<file path="src/ssrp_consts.vh">
// Constants for the serial configuration port
`ifndef SSRP_CONSTS_VH
`define SSRP_CONSTS_VH
`define SSRP_ADDR_W 9
`define SSRP_DATA_W 16
`define SSRP_ADDR_LAST 8
`define SSRP_TYPE_BIT 9
`define SSRP_READ_START 10
`define SSRP_WRITE_LAST 25
`define SSRP_CNT_W 5
`define SSRP_CNT_ONE 5'h01
`define SSRP_CNT_MAX 5'h1F
`endif

</file>
<file path="src/ssrp_sync.v">
// Two-flop synchroniser for one level
`timescale 1ns/1ps
`default_nettype none
module ssrp_sync #(
	parameter RESET_VAL = 1'b0
) (
	input wire clk,
	input wire resetn,
	input wire d,
	output reg q
);
	reg meta;
	always @(posedge clk or negedge resetn) begin
		if (!resetn) begin
			meta <= RESET_VAL;
			q <= RESET_VAL;
		end else begin
			meta <= d;
			q <= meta;
		end
	end
endmodule
`default_nettype wire

</file>
<file path="src/ssrp_port.v">
// Serial configuration port of the sensor, sampled on the system clock
//
// Overview of operation
// - The port has four pins: serial clock, active-low select, data in and data out.
// - Bits move only on serial clock edges, and those pins are asynchronous to clk.
// - Each access carries a 9-bit address and a 16-bit data word.
// - The data-in line is sampled on rising serial clock edges and changes on falling ones.
// - The tenth bit is the type: high for a write, low for a read.
// - A write carries 16 data bits MSB first after the type bit and is stored at the address.
// - A read returns the addressed 16-bit register on the data-out line MSB first.
// - The data-out line is released whenever no read data is being returned.
`timescale 1ns/1ps
`default_nettype none
`include "ssrp_consts.vh"
module ssrp_port #(
	parameter ADDR_W = `SSRP_ADDR_W,
	parameter DATA_W = `SSRP_DATA_W
) (
	input wire clk,
	input wire resetn,
	input wire sck,
	input wire ss_n,
	input wire mosi,
	output reg miso_out,
	output reg miso_oe,
	output reg [ADDR_W-1:0] wr_addr,
	output reg [DATA_W-1:0] wr_data,
	output reg wr_strobe,
	output reg [ADDR_W-1:0] rd_addr,
	output reg rd_strobe,
	input wire [DATA_W-1:0] rd_data
);
	localparam ST_IDLE = 3'h0;
	localparam ST_ADDR = 3'h1;
	localparam ST_TYPE = 3'h2;
	localparam ST_WDATA = 3'h3;
	localparam ST_RWAIT = 3'h4;
	localparam ST_RDATA = 3'h5;
	localparam ST_DONE = 3'h6;

	wire sck_s;
	wire ss_n_s;
	wire mosi_s;
	wire sck_rise;
	wire sck_fall;
	reg sck_d;
	reg [2:0] state;
	reg [`SSRP_CNT_W-1:0] bit_cnt;
	reg [ADDR_W-1:0] addr_sh;
	reg [DATA_W-1:0] data_sh;
	reg [DATA_W-1:0] rd_sh;
	reg [2:0] next_state;
	reg [`SSRP_CNT_W-1:0] next_bit_cnt;
	reg [ADDR_W-1:0] next_addr_sh;
	reg [DATA_W-1:0] next_data_sh;
	reg [DATA_W-1:0] next_rd_sh;
	reg next_miso_out;
	reg next_miso_oe;
	reg [ADDR_W-1:0] next_wr_addr;
	reg [DATA_W-1:0] next_wr_data;
	reg next_wr_strobe;
	reg [ADDR_W-1:0] next_rd_addr;
	reg next_rd_strobe;

	// Shift one serial bit in at the low end of an address
	function [ADDR_W-1:0] shift_addr(input [ADDR_W-1:0] word, input bit_in);
		shift_addr = {word[ADDR_W-2:0], bit_in};
	endfunction

	// Shift one serial bit in at the low end of a data word
	function [DATA_W-1:0] shift_data(input [DATA_W-1:0] word, input bit_in);
		shift_data = {word[DATA_W-2:0], bit_in};
	endfunction

	// Count one serial clock edge, holding at the top
	function [`SSRP_CNT_W-1:0] count_up(input [`SSRP_CNT_W-1:0] cnt);
		if (cnt == `SSRP_CNT_MAX) begin
			count_up = cnt;
		end else begin
			count_up = cnt + `SSRP_CNT_ONE;
		end
	endfunction

	// Pins cross into clk domain
	ssrp_sync #(.RESET_VAL(1'b0)) u_sync_sck (.clk(clk), .resetn(resetn), .d(sck), .q(sck_s));
	ssrp_sync #(.RESET_VAL(1'b1)) u_sync_ss (.clk(clk), .resetn(resetn), .d(ss_n), .q(ss_n_s));
	ssrp_sync #(.RESET_VAL(1'b0)) u_sync_mosi (.clk(clk), .resetn(resetn), .d(mosi), .q(mosi_s));

	assign sck_rise = sck_s & ~sck_d;
	assign sck_fall = ~sck_s & sck_d;

	// Next-state decode of one access
	always @* begin
		next_state = state;
		next_bit_cnt = bit_cnt;
		next_addr_sh = addr_sh;
		next_data_sh = data_sh;
		next_rd_sh = rd_sh;
		next_miso_out = miso_out;
		next_miso_oe = miso_oe;
		next_wr_addr = wr_addr;
		next_wr_data = wr_data;
		next_wr_strobe = 1'b0;
		next_rd_addr = rd_addr;
		next_rd_strobe = 1'b0;

		if (ss_n_s) begin
			// Deselect drops any partial access
			next_state = ST_IDLE;
			next_bit_cnt = {`SSRP_CNT_W{1'b0}};
			next_miso_oe = 1'b0;
			next_miso_out = 1'b0;
		end else begin
			if (sck_rise) begin
				next_bit_cnt = count_up(bit_cnt);
			end
			case (state)
				ST_IDLE: begin
					next_state = ST_ADDR;
					if (sck_rise) begin
						next_addr_sh = shift_addr(addr_sh, mosi_s);
					end
				end
				ST_ADDR: begin
					if (sck_rise) begin
						next_addr_sh = shift_addr(addr_sh, mosi_s);
						if (bit_cnt == `SSRP_ADDR_LAST) begin
							next_state = ST_TYPE;
						end
					end
				end
				ST_TYPE: begin
					if (sck_rise) begin
						if (mosi_s) begin
							next_state = ST_WDATA;
						end else begin
							next_state = ST_RWAIT;
							next_rd_addr = addr_sh;
							next_rd_strobe = 1'b1;
						end
					end
				end
				ST_WDATA: begin
					if (sck_rise) begin
						next_data_sh = shift_data(data_sh, mosi_s);
						if (bit_cnt == `SSRP_WRITE_LAST) begin
							next_state = ST_DONE;
							next_wr_addr = addr_sh;
							next_wr_data = shift_data(data_sh, mosi_s);
							next_wr_strobe = 1'b1;
						end
					end
				end
				ST_RWAIT: begin
					// Read word taken here, giving the register file a few clocks to answer
					if (sck_fall && bit_cnt == `SSRP_READ_START) begin
						next_state = ST_RDATA;
						next_miso_oe = 1'b1;
						next_miso_out = rd_data[DATA_W-1];
						next_rd_sh = shift_data(rd_data, 1'b0);
					end
				end
				ST_RDATA: begin
					if (sck_fall) begin
						if (bit_cnt > `SSRP_WRITE_LAST) begin
							next_state = ST_DONE;
							next_miso_oe = 1'b0;
							next_miso_out = 1'b0;
						end else begin
							next_miso_out = rd_sh[DATA_W-1];
							next_rd_sh = shift_data(rd_sh, 1'b0);
						end
					end
				end
				ST_DONE: begin
					// Extra serial clocks are ignored until deselect
					next_state = ST_DONE;
				end
				default: begin
					next_state = ST_IDLE;
				end
			endcase
		end
	end

	// State and output registers
	always @(posedge clk or negedge resetn) begin
		if (!resetn) begin
			sck_d <= 1'b0;
			state <= ST_IDLE;
			bit_cnt <= {`SSRP_CNT_W{1'b0}};
			addr_sh <= {ADDR_W{1'b0}};
			data_sh <= {DATA_W{1'b0}};
			rd_sh <= {DATA_W{1'b0}};
			miso_out <= 1'b0;
			miso_oe <= 1'b0;
			wr_addr <= {ADDR_W{1'b0}};
			wr_data <= {DATA_W{1'b0}};
			wr_strobe <= 1'b0;
			rd_addr <= {ADDR_W{1'b0}};
			rd_strobe <= 1'b0;
		end else begin
			sck_d <= sck_s;
			state <= next_state;
			bit_cnt <= next_bit_cnt;
			addr_sh <= next_addr_sh;
			data_sh <= next_data_sh;
			rd_sh <= next_rd_sh;
			miso_out <= next_miso_out;
			miso_oe <= next_miso_oe;
			wr_addr <= next_wr_addr;
			wr_data <= next_wr_data;
			wr_strobe <= next_wr_strobe;
			rd_addr <= next_rd_addr;
			rd_strobe <= next_rd_strobe;
		end
	end
endmodule
`default_nettype wire

</file>
<file path="config.mk">
export PLATFORM = sky130hd
export DESIGN_NAME = ssrp_port
export DESIGN_NICKNAME = d
export VERILOG_FILES = /design/src/ssrp_sync.v /design/src/ssrp_port.v
export VERILOG_INCLUDE_DIRS = /design/src /design/src/src
export SDC_FILE = /design/constraint.sdc
export NUM_CORES = 1
export LEC_CHECK = 0
export BUFFER_PORTS_ARGS = -buffer_cell sky130_fd_sc_hd__buf_2
export CORE_ASPECT_RATIO = 1.5
export CORE_MARGIN = 2
export CORE_UTILIZATION = 45
export CTS_CLUSTER_SIZE = 25
export DETAILED_ROUTE_END_ITERATION = 12
export PLACE_DENSITY = 0.65
export SETUP_SLACK_MARGIN = 0.3
export SLEW_MARGIN = 5
export SYNTH_ARGS = -nofsm -noshare
export SYNTH_HDL_FRONTEND = slang
export SYNTH_SLANG_ARGS = --single-unit
</file>
<file path="constraint.sdc">
create_clock -name clk -period 2 [get_ports clk]
set_input_delay 0.3 -clock clk [delete_from_list [all_inputs] [get_ports clk]]
set_output_delay 0.3 -clock clk [all_outputs]
set_load 0.02 [all_outputs]
</file>
==> reports/results.txt, run 1 <==
status = finished clean
DP HPWL = 4820 um
yosys synthesis warning count = 0
fin crit share = 0.969
Hold Crit Class = in2reg
max frequency = 516 MHz
Worst-Skew Late Latency = 0.34 ns
Die X = 80.4 um
register area share after synthesis = 0.585
initial antenna violation count = 0
Max Slew Vio Count = 0
syn avg cell area = 13.3 um2
switching share of power = 0.236
Initial DRC Count = 144
Min Hold Slack = 0.0632 ns
row count = 41
Starting Density = 0.466
post-synthesis net count = 322
number of routed nets with antenna violations = 0
power per cell area = 776 mW/mm2
total CTS buffers = 9
RSZ-0062 raised after global routing = true
cell taking the most area after synthesis = dfrtp_1
vias = 2627
Final Hold Vio Count = 0
grt ovf = 0
crit-path leading delay family = buffers and inverters
Die ar. = 0.00954 mm2
vias in the first global route = 2715
# setup viols final = 0
routability cong. = 0.806
CTS root buf = clkbuf_16
Synth async-reset ratio = 1.00
top cell type's share of synthesized area = 0.571
Max-Cap Viols = 0
count of cell types in the netlist = 46
critical path required time = 2.22 ns
layout cell share with drive strength beyond 1 = 0.536
DRC violations left = 0
critical path's largest stage delay = 0.40 ns
WP data arrival = 2.16 ns
H-Tree Depth = 3
number of synthesized flops with an enable pin = 0
synthesis-to-finish area growth = 31.4%
Clk network pwr share = 0.404
Die Y = 119 um
Combinational Power Share = 0.086
fin nets = 416
first-pass GRT wire length = 13400 um
largest net degree at the start of global routing = 46
Leakage = 2.52 nW
fin crit period = 1.94 ns
Synth Cell Area = 0.00394 mm2
Layout Cell Area excl Fill = 0.00518 mm2
cell count after synthesis = 296
Critical Path Sink Type = flip-flop
Max-Slew Margin vs Limit = 0.748
internal power = 0.00307 W
Max Clock Skew = 0.00799 ns
Post-synth top flop = dfrtp_1
slowest CP cell = dfrtp_1
switching power = 0.000949 W
Max VDD drop = 0.000596 V
Worst-path clk slew = 0.06 ns
Vias/cell = 5.24
DP Area = 0.00439 mm2
TritonCTS clock tree = yes
Synth Register Bits = 92
Setup CP Type = reg2reg
I/O pin count = 59
Port Buffers = 58
Ant. Diodes = 0
routed wire length = 8050 um
Synth area leaders = dfrtp_1 (57%), mux2_2 (17%), nand2_1 (3.1%)
Sink Count = 92
Tot GR Track Use = 0.181
clock buffer depth = 2
CORE AREA = 0.00846 mm2
Worst Max-Slew Pin Slew = 0.373 ns
crit path cell chain = buf_6 > inv_4 > ha_4 > nand4b_1 > buf_4 > nor2_4 > buf_12 > bufbuf_16 > mux2_2
part of the power in registers = 0.510
CP bufs+invs = 5
CP Max Fanout = 4
Startpoint Class = flip-flop
WL/cell = 16.1 um
DRT Pass-1 Iters = 4
## cells in the final DEF (no fill, tap or decap), types with 3 or more instances in the layout
master	n
dfrtp_1	89
buf_2	57
mux2_2	56
nand2_1	32
nor2_1	19
buf_4	19
a31oi_2	10
buf_6	10
clkbuf_16	9
inv_1	7
buf_12	5
a21oi_1	4
a31oi_1	4
nor2_4	3
mux2_4	3
clkbuf_8	3
buf_16	3
## sequential cells by signal, summed over array words and instances (netlist names)
register	flops
u_sync_sck.q	1
miso_oe	1
wr_strobe	1
bit_cnt	5
addr_sh	9
u_sync_sck.meta	1
rd_addr	9
rd_strobe	1
wr_data	16
u_sync_ss.q	1
data_sh	15
rd_sh	15
miso_out	1
wr_addr	9
u_sync_mosi.meta	1
sck_d	1
u_sync_mosi.q	1
state	3
u_sync_ss.meta	1
## through the flow
stage | total power (W) | instances | setup slack, ns | setup TNS [ns] | utilization
after CTS | 0.00402 | 501 | 0.0334 | 0 | 0.600
after global routing | 0.00418 | 501 | -0.0149 | -0.117 | 0.612
after global placement | 0.00237 | 461 | 0.167 | 0 | 0.519
after floorplan | 0.00225 | 296 | 0.203 | 0 | -
final | 0.00402 | 501 | 0.0616 | 0 | 0.612
after detailed placement | 0.00237 | 461 | 0.0727 | 0 | 0.519
## cell families after synthesis
group | synth area share
flops | 0.585
xor+xnor | 0.00667
buf+inv | 0.0381
simple gates | 0.0987
fa+ha+maj | 0.0159
mux | 0.171
compound gates | 0.0848
## what timing repair did
item,CTS,global route
pin swaps,8,10
endpoints found under the hold margin,20,0
cloned,6,0
buffers inserted,18,0
hold buffers,1,0
endpoints found under the setup margin,47,64
resized for setup,30,18
## synth_stat cells, types with 2 or more instances
| cell | instances |
|---|---|
| a211oi_1 | 2 |
| a21oi_1 | 6 |
| a31oi_1 | 6 |
| a31oi_2 | 9 |
| and2_1 | 2 |
| buf_2 | 2 |
| buf_4 | 4 |
| buf_6 | 4 |
| clkbuf_1 | 3 |
| dfrtp_1 | 90 |
| dfstp_2 | 2 |
| ha_1 | 5 |
| inv_1 | 9 |
| mux2_2 | 59 |
| nand2_1 | 33 |
| nand2b_1 | 2 |
| nand3_1 | 3 |
| nor2_1 | 22 |
| o21ai_0 | 3 |
| o31ai_1 | 2 |
| or3_1 | 2 |
| xnor2_1 | 2 |
## worst register-to-register path: stages (launching register included)
cell	delay [ns]
dfrtp_1	0.40
buf_6	0.13
inv_4	0.05
ha_4	0.12
nand4b_1	0.13
buf_4	0.18
nor2_4	0.12
buf_12	0.13
bufbuf_16	0.24
mux2_2	0.32
## metal layers
| layer | GRT usage | vias to the layer above | share of wire |
|---|---|---|---|
| li1 | - | 1225 | - |
| met1 | 0.226 | 1328 | 0.42 |
| met2 | 0.301 | 59 | 0.51 |
| met3 | 0.0374 | 15 | 0.045 |
| met4 | 0.0763 | 0 | 0.022 |
| met5 | 0 | - | 0 |
## worst paths after layout
kind                             startpoint  slack [ns]         endpoint  depth (start not counted)
min reg2reg                u_sync_mosi.meta        0.35    u_sync_mosi.q                          0
max reg2reg                      bit_cnt[1]        0.06      wr_data[10]                          9
max                              bit_cnt[1]        0.06      wr_data[10]                          9
min                                     sck        0.06  u_sync_sck.meta                          1
min in group asynchronous            resetn        0.40         state[0]                          2
max in group asynchronous            resetn        0.91      u_sync_ss.q                          3
## power groups by stage
stage / clock, W / combinational [W] / sequential [W]
6_report: 0.00162 / 0.000347 / 0.00205
5_1_grt: 0.00173 / 0.000384 / 0.00207
4_1_cts: 0.00165 / 0.000320 / 0.00205
3_5_place_dp: 0 / 0.000287 / 0.00209
3_3_place_gp: 0 / 0.000281 / 0.00209
2_1_floorplan: 0 / 0.000207 / 0.00204
## area by class of cell
class	instances	area, um2
clock buffers	12	267
clock inverters	3	21.3
fillers	685	3280
inverters	9	36.3
multi-input cells	181	1640
flip-flops and latches	92	2310
well taps	107	134
repair buffers	97	781
(Power assumes the default switching activity.)
==> inputs of run 2 (changes only) <==
PLACE_DENSITY = 0.66   (was 0.65)
SYNTH_HIERARCHICAL = 1   (was unset)
==> run 2 against run 1 <==
Effect of this change:
- clock power is 7% higher
- critical path type unchanged
- worst setup slack improved by 0.19 ns
- utilization is 2.9 points lower
- synthesized cell count fell by 3.4%
- flip-flop and latch count unchanged
- fmax is 11% higher
==> reports/results.txt, run 2 <==
number of routed nets with antenna violations = 0 (unchanged)
FF-to-FF path depth = 7 (-2)
top cell type's share of synthesized area = 0.585 (+0.0132)
Max VDD drop = 0.000702 V (+18%)
DRT Pass-1 Iters = 4 (unchanged)
row count = 41 (unchanged)
commonest non-fill, non-tap cells in the layout = dfrtp_1 (86), buf_2 (57), mux2_2 (43)
register area share after synthesis = 0.598 (+0.0135)
Place WS = 0.0846 ns (+0.0119 ns)
met3 WL = 341 um (-6.3%)
routed wire length = 7150 um (-11%)
# setup viols final = 0 (unchanged)
post-synthesis net count = 312 (-3.1%)
Hold Crit Class = in2reg
Die Y = 117 um (-1.1%)
Die ar. = 0.00933 mm2 (-2.2%)
Largest Register = wr_data
Post-synth top flop = dfrtp_1
TritonCTS clock tree = yes
Worst-path clk slew = 0.06 ns (about the same)
number of synthesized flops with an enable pin = 0 (unchanged)
first-pass GRT wire length = 11900 um (-11%)
DP HPWL = 4610 um (-4.4%)
switching power = 0.00116 W (+22%)
fin crit period = 1.75 ns (-0.192 ns)
Setup CP Type = reg2reg
H-Tree Depth = 3 (unchanged)
total CTS buffers = 9 (unchanged)
Startpoint Class = flip-flop
biggest regs = wr_data x16, data_sh x15, rd_sh x15
largest net degree at the start of global routing = 37 (-20%)
layout cell share with drive strength beyond 1 = 0.477 (-0.0583)
Min Hold Slack = 0.0672 ns (+0.00404 ns)
fin worst setup slack = 0.254 ns (+0.192 ns)
status = finished clean
fin nets = 395 (-5.0%)
initial antenna violation count = 0 (unchanged)
switching share of power = 0.253 (+0.0171)
Starting Density = 0.461 (-0.00491)
Worst Max-Slew Pin Slew = 0.473 ns (+0.0998 ns)
yosys synthesis warning count = 6 (+6)
max frequency = 573 MHz (+11%)
internal power = 0.00342 W (+11%)
most frequent cells after synthesis = dfrtp_1 (90), mux2_2 (49), nand2_1 (25)
Synth Register Bits = 92 (unchanged)
Synth Cell Area = 0.00385 mm2 (-2.3%)
DRC violations left = 0 (unchanged)
cell taking the most area after synthesis = dfrtp_1
Max Clock Skew = 0.00526 ns (-0.00273 ns)
fin cells = 480 (-4.2%)
CTS root buf = clkbuf_16
I/O pin count = 59 (unchanged)
Met2 Wirelength = 3600 um (-12%)
Hold Crit Depth = 1 (unchanged)
part of the power in registers = 0.492 (-0.018)
Max Slew Vio Count = 0 (unchanged)
CP Max Fanout = 4 (unchanged)
WP data arrival = 1.97 ns (-0.19 ns)
Combinational Power Share = 0.131 (+0.045)
Highest Signal Layer = met4
syn avg cell area = 13.5 um2 (+1.2%)
Max-Slew Margin vs Limit = 0.685 (-0.0630)
Final Hold Vio Count = 0 (unchanged)
CORE AREA = 0.00836 mm2 (-1.2%)
grt ovf = 0 (unchanged)
Ant. Diodes = 0 (unchanged)
Die X = 79.5 um (-1.1%)
Worst-Skew Late Latency = 0.33 ns (about the same)
Setup TNS Final = 0 ns (unchanged)
Vias/cell = 5.23 (-0.19%)
Max-Cap Viols = 0 (unchanged)
WL/cell = 14.9 um (-7.3%)
RSZ-0062 raised after global routing = true
vias = 2512 (-4.4%)
Synth area leaders = dfrtp_1 (58%), mux2_2 (14%), mux2i_1 (3.6%)
critical path required time = 2.22 ns (about the same)
Synth async-reset ratio = 1.00 (unchanged)
clock buffer depth = 2 (unchanged)
fin crit share = 0.873 (-0.0959)
Leakage = 2.54 nW (+0.60%)
power per cell area = 939 mW/mm2 (+21%)
most frequent cell after synthesis = dfrtp_1
Initial DRC Count = 108 (-25%)
Tot GR Track Use = 0.162 (-0.0191)
Placed Cells = 448 (-2.8%)
count of cell types in the netlist = 43 (-6.5%)
routed metal-1 wirelength = 3080 um (-9.6%)
Critical Path Sink Type = flip-flop
cell count after synthesis = 286 (-3.4%)
Port Buffers = 58 (unchanged)
routability cong. = 0.812 (+0.76%)
synthesis-to-finish area growth = 26.6%
most common cell after layout, fill and taps aside = dfrtp_1
Final Power = 0.00458 W (+14%)
vias in the first global route = 2505 (-7.7%)
Clk network pwr share = 0.377 (-0.027)
max FFs per register = 16 (unchanged)
Sink Count = 92 (unchanged)
==> run 2: cells by family after synthesis <==
logic type | synth area share
mux | 0.206
fa+ha+maj | 0.0162
flops | 0.598
buf+inv | 0.0341
compound gates | 0.0614
xor+xnor | 0.00682
simple gates | 0.0773
==> run 2: final timing paths <==
kind | slack (ns) | from | endpoint
setup / recovery | 0.25 | bit_cnt[0] | state[0]
hold / removal | 0.07 | ss_n | u_sync_ss/meta
setup reg to reg | 0.25 | bit_cnt[0] | state[0]
hold reg to reg | 0.36 | u_sync_mosi/meta | u_sync_mosi/q
min in group asynchronous | 0.47 | resetn | data_sh[5]
max in group asynchronous | 0.89 | resetn | u_sync_ss/meta
==> run 2: repair_timing <==
action	in CTS	in global routing
buffers inserted	5	8
hold endpoints to repair	33	0
hold buffers	1	0
cloned	2	1
setup endpoints to repair	46	47
pin swaps	9	4
resized for setup	21	13
==> run 2: power groups by stage <==
stage | Sequential (W) | Combinational (W) | Clock, W
6_report | 0.00225 | 0.000599 | 0.00173
5_1_grt | 0.00229 | 0.000658 | 0.00185
4_1_cts | 0.00225 | 0.000566 | 0.00177
3_5_place_dp | 0.00227 | 0.000537 | 0
3_3_place_gp | 0.00226 | 0.000516 | 0
2_1_floorplan | 0.00224 | 0.000361 | 0
==> run 2: layout make-up <==
| type | instances | area, um2 |
|---|---|---|
| clock buffer | 12 | 267 |
| clock inverter | 3 | 43.8 |
| fill | 697 | 3480 |
| inverter | 7 | 26.3 |
| multi-input combinational | 176 | 1570 |
| sequential | 92 | 2310 |
| tap | 107 | 134 |
| timing repair buffer | 83 | 529 |
==> run 2: layer usage <==
layer  GRT usage  up-vias
met2       0.259       53
met4      0.0700        0
met1       0.199     1274
li1            -     1177
met3      0.0523        8
met5           0        -
==> run 2: through the flow <==
stage                     cell area, um2   util
after floorplan                     3860      -
after global placement              4300  0.514
after detailed placement            4300  0.514
after CTS                           4750  0.568
after global routing                4880  0.583
final                               4880  0.583
==> run 2: worst max-delay path: stages, from the launching register on <==
cell,delay [ns]
dfrtp_2,0.45
inv_2,0.08
ha_2,0.16
and4bb_2,0.27
a31o_1,0.15
a31o_1,0.11
a21bo_4,0.23
a22o_1,0.20
==> inputs of run 3 (changes only) <==
CORE_UTILIZATION = 50   (was 45)
PLACE_DENSITY = 0.72   (was 0.66)
==> run 3 against run 2 <==
Effect of this change:
- hold slack got worse by 0.0014 ns
- clock skew increased by 0.0036 ns
- utilization increased by 8.3 points
- cell count increased by 1.3%
- critical path depth unchanged
- routed wire length increased by 7.4%
- critical path type unchanged
- largest power group unchanged
==> reports/results.txt, run 3 (same netlist as run 2, synthesis figures left out) <==
# setup viols final = 0 (unchanged)
CTS root buf = clkbuf_16
WP data arrival = 1.99 ns (+0.02 ns)
internal power = 0.00325 W (-5.0%)
synthesis-to-finish area growth = 30.9%
DP HPWL = 4450 um (-3.4%)
Combinational Power Share = 0.141 (+0.010)
critical path required time = 2.22 ns (about the same)
Clk network pwr share = 0.353 (-0.024)
Startpoint Class = flip-flop
Final Power = 0.00445 W (-2.9%)
Hold Crit Depth = 1 (unchanged)
part of the power in registers = 0.507 (+0.015)
largest net degree at the start of global routing = 45 (+22%)
Max VDD drop = 0.000571 V (-19%)
Max Clock Skew = 0.00885 ns (+0.00359 ns)
grt ovf = 0 (unchanged)
FF-to-FF path depth = 7 (unchanged)
Starting Density = 0.509 (+0.0486)
WL/cell = 15.8 um (+6.1%)
switching share of power = 0.270 (+0.0168)
biggest regs = wr_data x16, data_sh x15, rd_sh x15
Worst Max-Slew Pin Slew = 0.563 ns (+0.0899 ns)
status = finished clean
clock buffer depth = 2 (unchanged)
row count = 39 (-4.9%)
Die ar. = 0.00844 mm2 (-9.6%)
Sink Count = 92 (unchanged)
CORE AREA = 0.00756 mm2 (-9.5%)
Worst Hold End = u_sync_ss/meta
most common cell after layout, fill and taps aside = dfrtp_1
r2r setup slk = 0.23 ns (-0.02 ns)
fin nets = 405 (+2.5%)
fin crit share = 0.885 (+0.0114)
max FFs per register = 16 (unchanged)
Max-Cap Viols = 0 (unchanged)
Die Y = 112 um (-5.0%)
Largest Register = wr_data
DRC violations left = 0 (unchanged)
Worst-Skew Late Latency = 0.34 ns (about the same)
Worst-path clk slew = 0.06 ns (about the same)
Max-Slew Margin vs Limit = 0.625 (-0.0599)
total CTS buffers = 9 (unchanged)
power per cell area = 882 mW/mm2 (-6.0%)
commonest non-fill, non-tap cells in the layout = dfrtp_1 (87), buf_2 (57), mux2_2 (37)
Hold Crit Class = in2reg
I/O pin count = 59 (unchanged)
DRT Pass-1 Iters = 4 (unchanged)
RSZ-0062 raised after global routing = true
Leakage = 2.60 nW (+2.4%)
vias in the first global route = 2623 (+4.7%)
worst r2r dst = wr_data[2]
min-delay src = ss_n
switching power = 0.00120 W (+3.6%)
Setup TNS Final = 0 ns (unchanged)
layout cell share with drive strength beyond 1 = 0.516 (+0.0384)
Critical Path Sink Type = flip-flop
fin crit period = 1.77 ns (+0.0228 ns)
H-Tree Depth = 3 (unchanged)
Port Buffers = 58 (unchanged)
number of routed nets with antenna violations = 0 (unchanged)
Max Slew Vio Count = 0 (unchanged)
Ant. Diodes = 0 (unchanged)
RR Startpoint = sck_d
Tot GR Track Use = 0.189 (+0.0275)
first-pass GRT wire length = 12100 um (+2.1%)
routability cong. = 0.831 (+2.3%)
TritonCTS clock tree = yes
vias = 2569 (+2.3%)
Final Hold Vio Count = 0 (unchanged)
Vias/cell = 5.29 (+1.0%)
Initial DRC Count = 127 (+18%)
initial antenna violation count = 0 (unchanged)
Die X = 75.7 um (-4.9%)
max frequency = 565 MHz (-1.3%)
routed wire length = 7690 um (+7.4%)
Setup CP Type = reg2reg
CP Max Fanout = 6 (+2)
==> run 3: cell count changes in the layout (fill, tap and decap cells not counted), sizes merged <==
cell	previous run	this run
a211o	4	2
buf	81	92
bufinv	1	0
clkbuf	12	13
clkinv	1	4
dlymetal6s2s	1	0
==> run 3: final cells by class <==
cell class	instances	area (um2)
Sequential cell	92	2310
Clock buffer	11	243
Clock inverter	5	36.3
Multi-Input combinational cell	174	1620
Tap cell	102	128
Timing Repair Buffer	95	681
Inverter	7	26.3
Fill cell	560	2520
==> run 3: per-layer routing <==
layer	global-route usage	up-vias	routed length, um
met5	0	-	0
met4	0.0678	0	68
met3	0.0471	8	260
met2	0.319	64	4140
met1	0.230	1300	3210
li1	-	1197	-
==> run 3: worst max path at each step <==
stage | from | endpoint | slack, ns | depth (start not counted)
3_3_place_gp | bit_cnt[0] | rd_sh[2] | 0.17 | 6
3_5_place_dp | bit_cnt[0] | rd_sh[1] | 0.10 | 6
5_1_grt | sck_d | wr_data[3] | 0.15 | 7
2_1_floorplan | sck_d | wr_data[0] | 0.30 | 7
4_1_cts | bit_cnt[1] | state[0] | 0.25 | 7
6_report | sck_d | wr_data[2] | 0.23 | 7
==> run 3: stage by stage <==
step / hold slack [ns] / setup slack [ns] / utilization / std cells / instance area, um2
floorplan: 0.00441 / 0.304 / - / 286 / 3860
global placement: 0.330 / 0.172 / 0.567 / 443 / 4290
detailed placement: 0.334 / 0.101 / 0.567 / 443 / 4290
CTS: 0.0509 / 0.245 / 0.636 / 477 / 4810
global route: 0.0497 / 0.154 / 0.667 / 486 / 5040
finish: 0.0658 / 0.231 / 0.667 / 486 / 5040
==> run 3: power by group through the flow <==
stage | clock [W] | sequential [W] | combinational [W]
2_1_floorplan | 0 | 0.00224 | 0.000361
3_3_place_gp | 0 | 0.00226 | 0.000520
3_5_place_dp | 0 | 0.00227 | 0.000537
4_1_cts | 0.00160 | 0.00224 | 0.000598
5_1_grt | 0.00169 | 0.00229 | 0.000688
6_report | 0.00157 | 0.00225 | 0.000626
==> run 3: repair_timing <==
action,in CTS,in global routing
hold endpoints to repair,39,0
endpoints found under the setup margin,45,47
hold buffers,1,0
gates cloned,2,2
pin swaps,6,12
gates resized for setup,21,34
buffers inserted,15,7
==> run 3: critical path, stage by stage, from the launching register on <==
cell,delay [ns]
dfrtp_1,0.38
nand2b_4,0.17
nor3_4,0.21
nand3_2,0.14
nor2_4,0.16
buf_6,0.13
clkbuf_16,0.15
mux2_2,0.33
